===== src/rtl/bscu_pkg.sv =====
// Package of types and constants for the branch, skip and call unit
package bscu_pkg;

  localparam int PC_W = 16;

  // Status register bit positions
  localparam int FLAG_C = 0;
  localparam int FLAG_Z = 1;
  localparam int FLAG_N = 2;
  localparam int FLAG_V = 3;
  localparam int FLAG_S = 4;
  localparam int FLAG_H = 5;
  localparam int FLAG_T = 6;
  localparam int FLAG_I = 7;

  // Cycle counts, acceptance cycle included
  localparam logic [2:0] CYC_BASE      = 3'h1;
  localparam logic [2:0] CYC_PTR_CALL  = 3'h3;
  localparam logic [2:0] CYC_INT_RET   = 3'h4;
  localparam logic [2:0] CYC_BR_TAKEN  = 3'h2;
  localparam logic [2:0] CYC_SKIP_ONE  = 3'h2;
  localparam logic [2:0] CYC_SKIP_TWO  = 3'h3;
  localparam logic [2:0] CYC_HOLD_BIAS = 3'h2;

  // Program counter steps
  localparam logic [PC_W-1:0] PC_STEP_NEXT     = 16'h0001;
  localparam logic [PC_W-1:0] PC_STEP_SKIP_ONE = 16'h0002;
  localparam logic [PC_W-1:0] PC_STEP_SKIP_TWO = 16'h0003;

  typedef enum logic [4:0] {
    NO_OP                     = 5'h00,
    POINTER_CALL_OP           = 5'h01,
    INTERRUPT_RETURN_OP       = 5'h02,
    EQUAL_SKIP_OP             = 5'h03,
    REG_COMPARE_OP            = 5'h04,
    CARRY_COMPARE_OP          = 5'h05,
    IMMEDIATE_COMPARE_OP      = 5'h06,
    REGBIT_ZERO_SKIP_OP       = 5'h07,
    REGBIT_ONE_SKIP_OP        = 5'h08,
    IOBIT_ZERO_SKIP_OP        = 5'h09,
    IOBIT_ONE_SKIP_OP         = 5'h0A,
    FLAG_SET_BRANCH_OP        = 5'h0B,
    FLAG_CLEAR_BRANCH_OP      = 5'h0C,
    CARRY_CLEAR_BRANCH_OP     = 5'h0D,
    UNSIGNED_GE_BRANCH_OP     = 5'h0E,
    SIGNED_GE_BRANCH_OP       = 5'h0F,
    SIGNED_LT_BRANCH_OP       = 5'h10,
    HALFCARRY_SET_BRANCH_OP   = 5'h11,
    HALFCARRY_CLEAR_BRANCH_OP = 5'h12,
    USER_BIT_SET_BRANCH_OP    = 5'h13,
    USER_BIT_CLEAR_BRANCH_OP  = 5'h14,
    OVERFLOW_SET_BRANCH_OP    = 5'h15,
    OVERFLOW_CLEAR_BRANCH_OP  = 5'h16
  } bscu_op_t;

  typedef struct packed {
    bscu_op_t        op;
    logic [PC_W-1:0] pc;
    logic [7:0]      reg_d;
    logic [7:0]      reg_r;
    logic [7:0]      imm;
    logic [2:0]      bit_sel;
    logic [7:0]      io_val;
    logic [6:0]      offset;
    logic            next_two_word;
    logic [PC_W-1:0] z_ptr;
  } bscu_instr_t;

  typedef struct packed {
    logic            load;
    logic [PC_W-1:0] target;
  } bscu_redirect_t;

  typedef struct packed {
    logic            push;
    logic            pop;
    logic [PC_W-1:0] data;
  } bscu_stack_t;

  typedef struct packed {
    logic h;
    logic s;
    logic v;
    logic n;
    logic z;
    logic c;
  } bscu_flags_t;

  typedef enum logic [1:0] {
    ST_IDLE = 2'b01,
    ST_HOLD = 2'b10
  } bscu_state_e_t;

  typedef struct packed {
    bscu_state_e_t   st;
    logic [1:0]      cnt;
    logic            ready;
    logic            done;
    logic            pend_load;
    logic            pend_interrupt_return_op;
    logic            pop_wait;
    bscu_redirect_t  redir;
    logic [PC_W-1:0] tgt;
    logic            status_register_we;
    logic [7:0]      status_register_val;
    bscu_stack_t     stk;
  } bscu_state_t;

  localparam bscu_state_t STATE_RST = '{
    st:        ST_IDLE,
    cnt:       2'h0,
    ready:     1'b1,
    done:      1'b0,
    pend_load: 1'b0,
    pend_interrupt_return_op: 1'b0,
    pop_wait:  1'b0,
    redir:     '{load: 1'b0, target: 16'h0000},
    tgt:       16'h0000,
    status_register_we:   1'b0,
    status_register_val:  8'h00,
    stk:       '{push: 1'b0, pop: 1'b0, data: 16'h0000}
  };

endpackage


===== src/rtl/bscu_sub_flags.sv =====
// Flag generator for an 8-bit subtract whose result is discarded
`timescale 1ns/1ns
module bscu_sub_flags (
  input  wire logic [7:0]           a,
  input  wire logic [7:0]           b,
  input  wire logic                 cin,
  output      bscu_pkg::bscu_flags_t flags
);

  logic [8:0] diff;

  assign diff = {1'b0, a} - {1'b0, b} - {8'h00, cin};

  always_comb
  begin
    flags.c = diff[8];
    flags.n = diff[7];
    flags.z = (diff[7:0] == 8'h00);
    flags.h = (~a[3] & b[3]) | (b[3] & diff[3]) | (diff[3] & ~a[3]);
    flags.v = (a[7] & ~b[7] & ~diff[7]) | (~a[7] & b[7] & diff[7]);
    flags.s = flags.n ^ flags.v;
  end

endmodule // bscu_sub_flags


===== src/rtl/bscu_core.sv =====
// Branch, skip and call execution unit of the 8-bit core
`timescale 1ns/1ns
// Function
// - Pointer call loads Z, 3 cycles, flags kept
// - Equal registers skip next, 1/2/3 cycles
// - Immediate compare sets Z,N,V,C,H in 1 cycle
// - Register bit zero skips next, 1/2/3 cycles
// - Register bit one skips, advance 2 or 3
// - I/O bit zero skips next, 1/2/3 cycles
// - I/O bit one skips, flags unchanged
// - Selected flag set branches, 1/2 cycles
// - Selected flag clear branches, else 1 cycle
// - Carry clear branches, taken costs 2 cycles
// - Same-or-higher shares carry clear condition
// - Branch when N xor V is 0
// - Branch when N xor V is 1
// - Half carry set branches to PC+k+1
// - Half carry clear branches, else 1 cycle
// - Transfer flag set branches
// - Transfer flag clear branches
// - Overflow set branches, flags unchanged
// - Overflow clear branches to PC+k+1
module bscu_core (
  input  wire logic                        mclk,
  input  wire logic                        rst_n,
  input  wire logic                        instr_valid,
  input  wire bscu_pkg::bscu_instr_t       instr,
  input  wire logic [7:0]                  status_register_in,
  input  wire logic [bscu_pkg::PC_W-1:0]   pop_data,
  output      logic                        instr_ready,
  output      logic                        done,
  output      bscu_pkg::bscu_redirect_t    redirect,
  output      logic                        status_register_we,
  output      logic [7:0]                  status_register_wdata,
  output      bscu_pkg::bscu_stack_t       stack
);

  bscu_pkg::bscu_state_t s_r;
  bscu_pkg::bscu_state_t s_nxt;

  bscu_pkg::bscu_flags_t cmp_flags;
  logic [7:0]            cmp_rhs;
  logic                  cmp_cin;
  logic                  flag_sel;
  logic                  sign_lt;
  logic                  reg_bit;
  logic                  io_bit;

  // Compare with immediate uses the constant in place of the second register
  assign cmp_rhs = (instr.op == bscu_pkg::IMMEDIATE_COMPARE_OP) ? instr.imm : instr.reg_r;
  assign cmp_cin = (instr.op == bscu_pkg::CARRY_COMPARE_OP) ? status_register_in[bscu_pkg::FLAG_C] : 1'b0;

  bscu_sub_flags u_sub_flags (
    .a     (instr.reg_d),
    .b     (cmp_rhs),
    .cin   (cmp_cin),
    .flags (cmp_flags)
  );

  assign flag_sel = status_register_in[instr.bit_sel];
  assign sign_lt  = status_register_in[bscu_pkg::FLAG_N] ^ status_register_in[bscu_pkg::FLAG_V];
  assign reg_bit  = instr.reg_r[instr.bit_sel];
  assign io_bit   = instr.io_val[instr.bit_sel];

  always_comb
  begin
    logic [2:0]                ncyc;
    logic                      take;
    logic                      is_skip;
    logic                      is_branch;
    logic                      redir;
    logic [bscu_pkg::PC_W-1:0] tgt;
    logic [bscu_pkg::PC_W-1:0] rel;
    logic [7:0]                sv;
    ncyc      = bscu_pkg::CYC_BASE;
    take      = 1'b0;
    is_skip   = 1'b0;
    is_branch = 1'b0;
    redir     = 1'b0;
    tgt       = instr.pc;
    rel       = {{9{instr.offset[6]}}, instr.offset};
    sv        = status_register_in;
    s_nxt     = s_r;
    s_nxt.done       = 1'b0;
    s_nxt.redir.load = 1'b0;
    s_nxt.status_register_we    = 1'b0;
    s_nxt.stk.push   = 1'b0;
    s_nxt.stk.pop    = 1'b0;
    unique case (s_r.st)
      bscu_pkg::ST_IDLE:
      begin
        if (instr_valid)
        begin
          unique case (instr.op)
            bscu_pkg::POINTER_CALL_OP:
            begin
              ncyc  = bscu_pkg::CYC_PTR_CALL;
              redir = 1'b1;
              tgt   = instr.z_ptr;
              // Return address leaves before the target is loaded
              s_nxt.stk.push = 1'b1;
              s_nxt.stk.data = instr.pc + bscu_pkg::PC_STEP_NEXT;
            end
            bscu_pkg::INTERRUPT_RETURN_OP:
            begin
              ncyc  = bscu_pkg::CYC_INT_RET;
              redir = 1'b1;
              s_nxt.stk.pop = 1'b1;
              s_nxt.pop_wait = 1'b1;
            end
            bscu_pkg::EQUAL_SKIP_OP:
            begin
              is_skip = 1'b1;
              take    = (instr.reg_d == instr.reg_r);
            end
            bscu_pkg::REG_COMPARE_OP,
            bscu_pkg::CARRY_COMPARE_OP,
            bscu_pkg::IMMEDIATE_COMPARE_OP:
            begin
              // Result is discarded; only the flags are written back
              s_nxt.status_register_we = 1'b1;
              sv[bscu_pkg::FLAG_C] = cmp_flags.c;
              sv[bscu_pkg::FLAG_N] = cmp_flags.n;
              sv[bscu_pkg::FLAG_V] = cmp_flags.v;
              sv[bscu_pkg::FLAG_H] = cmp_flags.h;
              // Carry compare may only keep zero, for multi-byte chains
              if (instr.op == bscu_pkg::CARRY_COMPARE_OP)
              begin
                sv[bscu_pkg::FLAG_Z] = cmp_flags.z & status_register_in[bscu_pkg::FLAG_Z];
              end
              else
              begin
                sv[bscu_pkg::FLAG_Z] = cmp_flags.z;
              end
            end
            bscu_pkg::REGBIT_ZERO_SKIP_OP:
            begin
              is_skip = 1'b1;
              take    = ~reg_bit;
            end
            bscu_pkg::REGBIT_ONE_SKIP_OP:
            begin
              is_skip = 1'b1;
              take    = reg_bit;
            end
            bscu_pkg::IOBIT_ZERO_SKIP_OP:
            begin
              is_skip = 1'b1;
              take    = ~io_bit;
            end
            bscu_pkg::IOBIT_ONE_SKIP_OP:
            begin
              is_skip = 1'b1;
              take    = io_bit;
            end
            bscu_pkg::FLAG_SET_BRANCH_OP:
            begin
              is_branch = 1'b1;
              take      = flag_sel;
            end
            bscu_pkg::FLAG_CLEAR_BRANCH_OP:
            begin
              is_branch = 1'b1;
              take      = ~flag_sel;
            end
            bscu_pkg::CARRY_CLEAR_BRANCH_OP:
            begin
              is_branch = 1'b1;
              take      = ~status_register_in[bscu_pkg::FLAG_C];
            end
            bscu_pkg::UNSIGNED_GE_BRANCH_OP:
            begin
              is_branch = 1'b1;
              take      = ~status_register_in[bscu_pkg::FLAG_C];
            end
            bscu_pkg::SIGNED_GE_BRANCH_OP:
            begin
              is_branch = 1'b1;
              // N xor V is used, not the stored sign bit, which may be stale
              take      = ~sign_lt;
            end
            bscu_pkg::SIGNED_LT_BRANCH_OP:
            begin
              is_branch = 1'b1;
              take      = sign_lt;
            end
            bscu_pkg::HALFCARRY_SET_BRANCH_OP:
            begin
              is_branch = 1'b1;
              take      = status_register_in[bscu_pkg::FLAG_H];
            end
            bscu_pkg::HALFCARRY_CLEAR_BRANCH_OP:
            begin
              is_branch = 1'b1;
              take      = ~status_register_in[bscu_pkg::FLAG_H];
            end
            bscu_pkg::USER_BIT_SET_BRANCH_OP:
            begin
              is_branch = 1'b1;
              take      = status_register_in[bscu_pkg::FLAG_T];
            end
            bscu_pkg::USER_BIT_CLEAR_BRANCH_OP:
            begin
              is_branch = 1'b1;
              take      = ~status_register_in[bscu_pkg::FLAG_T];
            end
            bscu_pkg::OVERFLOW_SET_BRANCH_OP:
            begin
              is_branch = 1'b1;
              take      = status_register_in[bscu_pkg::FLAG_V];
            end
            bscu_pkg::OVERFLOW_CLEAR_BRANCH_OP:
            begin
              is_branch = 1'b1;
              take      = ~status_register_in[bscu_pkg::FLAG_V];
            end
            default:
            begin
              // Unknown codes retire in one cycle with no effect
              ncyc = bscu_pkg::CYC_BASE;
            end
          endcase
          if (is_skip && take)
          begin
            redir = 1'b1;
            if (instr.next_two_word)
            begin
              ncyc = bscu_pkg::CYC_SKIP_TWO;
              tgt  = instr.pc + bscu_pkg::PC_STEP_SKIP_TWO;
            end
            else
            begin
              ncyc = bscu_pkg::CYC_SKIP_ONE;
              tgt  = instr.pc + bscu_pkg::PC_STEP_SKIP_ONE;
            end
          end
          if (is_branch && take)
          begin
            redir = 1'b1;
            ncyc  = bscu_pkg::CYC_BR_TAKEN;
            tgt   = instr.pc + rel + bscu_pkg::PC_STEP_NEXT;
          end
          s_nxt.status_register_val = sv;
          if (ncyc == bscu_pkg::CYC_BASE)
          begin
            s_nxt.done         = 1'b1;
            s_nxt.redir.load   = redir;
            s_nxt.redir.target = tgt;
          end
          else
          begin
            // Fetch is held off until the last cycle of the instruction
            s_nxt.st        = bscu_pkg::ST_HOLD;
            s_nxt.ready     = 1'b0;
            s_nxt.cnt       = 2'(ncyc - bscu_pkg::CYC_HOLD_BIAS);
            s_nxt.pend_load = redir;
            s_nxt.pend_interrupt_return_op = (instr.op == bscu_pkg::INTERRUPT_RETURN_OP);
            s_nxt.tgt       = tgt;
          end
        end
      end
      bscu_pkg::ST_HOLD:
      begin
        // Stack data is taken in the same cycle as the pop strobe
        if (s_r.pop_wait)
        begin
          s_nxt.tgt      = pop_data;
          s_nxt.pop_wait = 1'b0;
        end
        if (s_r.cnt == 2'h0)
        begin
          s_nxt.st           = bscu_pkg::ST_IDLE;
          s_nxt.ready        = 1'b1;
          s_nxt.done         = 1'b1;
          s_nxt.redir.load   = s_r.pend_load;
          s_nxt.redir.target = s_r.tgt;
          if (s_r.pend_interrupt_return_op)
          begin
            // Flags are taken at retirement so earlier writers are not lost
            s_nxt.status_register_we  = 1'b1;
            s_nxt.status_register_val = status_register_in | (8'h01 << bscu_pkg::FLAG_I);
          end
        end
        else
        begin
          s_nxt.cnt = s_r.cnt - 2'h1;
        end
      end
      default:
      begin
        s_nxt = bscu_pkg::STATE_RST;
      end
    endcase
  end

  always_ff @(posedge mclk)
  begin
    if (!rst_n)
    begin
      s_r <= bscu_pkg::STATE_RST;
    end
    else
    begin
      s_r <= s_nxt;
    end
  end

  assign instr_ready = s_r.ready;
  assign done        = s_r.done;
  assign redirect    = s_r.redir;
  assign status_register_we     = s_r.status_register_we;
  assign status_register_wdata  = s_r.status_register_val;
  assign stack       = s_r.stk;

endmodule // bscu_core


===== config.mk =====
export PLATFORM = sky130hd
export DESIGN_NAME = bscu_core
export DESIGN_NICKNAME = d
export VERILOG_FILES = /design/src/rtl/bscu_pkg.sv /design/src/rtl/bscu_sub_flags.sv /design/src/rtl/bscu_core.sv
export SDC_FILE = /design/constraint.sdc
export NUM_CORES = 1
export LEC_CHECK = 0
export BUFFER_PORTS_ARGS = -buffer_cell sky130_fd_sc_hd__buf_2
export CAP_MARGIN = 20
export CORE_AREA = 2 2 196 140
export DETAILED_ROUTE_END_ITERATION = 10
export DIE_AREA = 0 0 198 142
export PLACE_DENSITY_LB_ADDON = 0.25
export SYNTH_ARGS = -nofsm -noshare
export SYNTH_HDL_FRONTEND = slang
export SYNTH_SLANG_ARGS = --single-unit

===== constraint.sdc =====
create_clock -name mclk -period 5 [get_ports mclk]
set_clock_uncertainty 0.05 [all_clocks]
set_input_delay 1 -clock mclk [delete_from_list [all_inputs] [get_ports mclk]]
set_output_delay 1 -clock mclk [all_outputs]
set_load 0.005 [all_outputs]

==> flow_summary.ini <==
[cells_and_area]
layout_commonest_cell = buf_2
num-fill-cells = 2899
final_cell_mix = buf_2 (152), nor2_1 (87), nand2_1 (79), a21oi_1 (71), dfxtp_1 (69)
drive_gt1_frac = 0.235
multiInputGateArea_um2 = 4380
seqCellArea_um2 = 1380
nNetsFinal = 1100
area_delta_synth_final_pct = 17.2

[power]
comb_power_share = 0.446
leakage_nw = 3.23
p_switching_w = 0.00106
power_density_nw_per_um2 = 337
p_int_w = 0.00150
clkPwrFrac = 0.278
seqPwrFrac = 0.276
swShare = 0.413
irDropWorstVdd_mv = 0.168

[min_path]
hp-class = reg2reg

[clock_tree]
cts_tree = built
clk_latency_ns = 0.35
cts_resized = 0
cts_setup_buffers = 0
cts.hold.buffers_added = 0
cts_buffers = 9
clk_pin_slew_ns = 0.06
clockBufferDepth = 2
cts-root-buf = clkbuf_16
cts.htree.levels = 3
cts_sinks = 69

[setup_path]
arrival_ns = 4.58
crit_path_end_kind = register
critical_path.top_delay_family = compound AO/OA/AOI/OAI gates
crit_type = in2reg
crit_required_ns = 5.18
crit_path_cell_trace = buf_2 > or3b_2 > nand2b_1 > mux2_2 > fa_1 > inv_1 > ha_1 > o21ai_0 > a31oi_1 > o21ai_0 > nand2_1 > o311ai_0 > buf_4 > mux2i_1 > a2bb2oi_1 > o21ai_0
worst_path_most_repeated_cell = o21ai_0
cpPeakStageDelay_ns = 0.54
regToRegSetupSlack_ns = 2.01
start_kind = input pin
path_max_fanout = 9
cp_num_buf_inv = 3
crit_path_top_delay_cell = fa_1

[timing]
tns_ns = 0
worst_pin_slew_ns = 0.864
layout_setup_ws_ns = 0.605
hold_viol = 0
holdWs_ns = 0.403
setup_viol = 0
slew_headroom = 0.424
rsz0062_at_grt = false
slew_viol_final = 0
period_share = 0.879
fmax_mhz = 228
fin_crit_ns = 4.39

[floorplanning]
fp-row-count = 50
die-area_um2 = 28100
core_um2 = 26300
ios = 153
start_util = 0.246
fp.dieW_um = 198
dieHeight_um = 142

[grt]
grt_max_degree = 38
grt_pass1_wl_um = 37600
antenna_found_initial = 2
overflow = 0
grt_pass1_vias = 6174
grtUsageTotal = 0.175

[synthesis]
synthesis.area_um2 = 6480
synth_ff_type = dfxtp_1
synth_top_area_frac = 0.213
ys_async_sr_fraction = 0
yosys_warnings = 0
synth_cell_type_count = 86
synth_seq_cells = 69
avgSynthCellArea_um2 = 7.49
synthCells = 865
synth_seq_area_share = 0.213
yosysTopAreaCell = dfxtp_1
synth_edf_count = 0
mappedNetlistNets = 1014
synth_area_leaders = dfxtp_1 (21%), ha_1 (7.5%), a21oi_1 (5.5%), buf_4 (5.1%), nor2_1 (5.0%)

[placed_design]
place_ws_ns = 0.242
place_congestion = 0.857
io_buffer_count = 152
dp.final_hpwl_um = 20000

[route]
wirelength_um = 24600
first_iter_violations = 656
ant_nets = 0
drc = 0
wl_per_cell_um = 18.6
drt-pass1-iter-count = 6
num_vias = 6597
viasPerCell = 4.99

[status]
status = finished clean

[run]
cap_violations = 0
[layout make-up]
| cell class | instances | area share |
|---|---|---|
| Sequential cell | 69 | 0.182 |
| Clock inverter | 7 | 0.0129 |
| Inverter | 47 | 0.0232 |
| Multi-Input combinational cell | 658 | 0.577 |
| Clock buffer | 9 | 0.0297 |
| Antenna cell | 1 | 0.000330 |
| Timing Repair Buffer | 166 | 0.115 |
| Tap cell | 364 | 0.0600 |
[stage by stage]
step                      utilization  power, W  std cells  cell area (µm²)
after floorplan                     -   0.00151        865             6480
after global placement          0.275   0.00184       1303             7260
after detailed placement        0.276   0.00184       1304             7270
after CTS                       0.288   0.00255       1320             7590
after global routing            0.288   0.00272       1320             7590
final                           0.288   0.00256       1321             7590
[power by group through the flow]
stage / Sequential [W] / Clock (W) / Combinational, W
after floorplan: 0.000700 / 0 / 0.000810
final: 0.000704 / 0.000711 / 0.00114
after global routing: 0.000717 / 0.000743 / 0.00126
after CTS: 0.000705 / 0.000720 / 0.00113
after detailed placement: 0.000717 / 0 / 0.00112
after global placement: 0.000717 / 0 / 0.00112
[worst reg2reg max path, stage by stage, from the launching register on]
cell	delay (ns)
dfxtp_1	0.33
inv_1	0.08
ha_1	0.52
nor2b_1	0.57
a2111oi_1	0.16
a31oi_2	0.44
buf_4	0.37
o21ai_0	0.15
a32o_1	0.21
[synth_stat cells, drive strengths merged (7+ instances only)]
cell    instances
inv            46
nand3          33
o21ai          34
nor2           88
xor2           22
a21o            8
and3           10
a31oi          14
nand4           8
nor2b           7
a21oi          71
nand2          80
xnor2          23
clkbuf         39
dfxtp          69
and2            7
buf            52
nor4            9
nor3           23
mux2i          17
mux2           13
o22ai          18
a22oi          13
nand2b         16
a211oi         13
ha             39
[logic make-up (layout without fill, tap and decap cells)]
| family | count (synthesis) | in the layout | synth area share |
|---|---|---|---|
| multiplexers | 33 | 33 | 0.0599 |
| buffers and inverters | 138 | 229 | 0.110 |
| AND/OR/NAND/NOR | 300 | 300 | 0.227 |
| adder cells (fa/ha/maj) | 42 | 42 | 0.0846 |
| other | 0 | 1 | 0 |
| AO/OA/AOI/OAI | 238 | 238 | 0.244 |
| XOR/XNOR | 45 | 45 | 0.0608 |
| flip-flops | 69 | 69 | 0.213 |
[flip-flops by register name (all words and copies together), names as in the netlist]
register,cells
done,1
instr_ready,1
redirect,17
s_r,23
stack,18
status_register_wdata,8
status_register_we,1
[routing by layer]
layer,vias to the layer above,routed length (µm),part of all wire,GRT usage
li1,3251,-,-,-
met1,3080,13100,0.53,0.281
met2,247,9410,0.38,0.234
met3,17,1890,0.077,0.0348
met4,2,195,0.0079,0.0328
met5,-,13,0.00053,0
[worst paths after layout]
kind                         startpoint                                    end  cells after the start
setup / recovery              instr[78]  status_register_wdata[3]$_SDFFE_PN0P_                     16
hold / removal    stack[7]$_SDFFE_PN0P_                  stack[7]$_SDFFE_PN0P_                      2
setup reg to reg   s_r[67]$_SDFFE_PN1P_               redirect[4]$_SDFFE_PN0P_                      8
hold reg to reg   stack[7]$_SDFFE_PN0P_                  stack[7]$_SDFFE_PN0P_                      2
(Power assumes the default switching activity.)
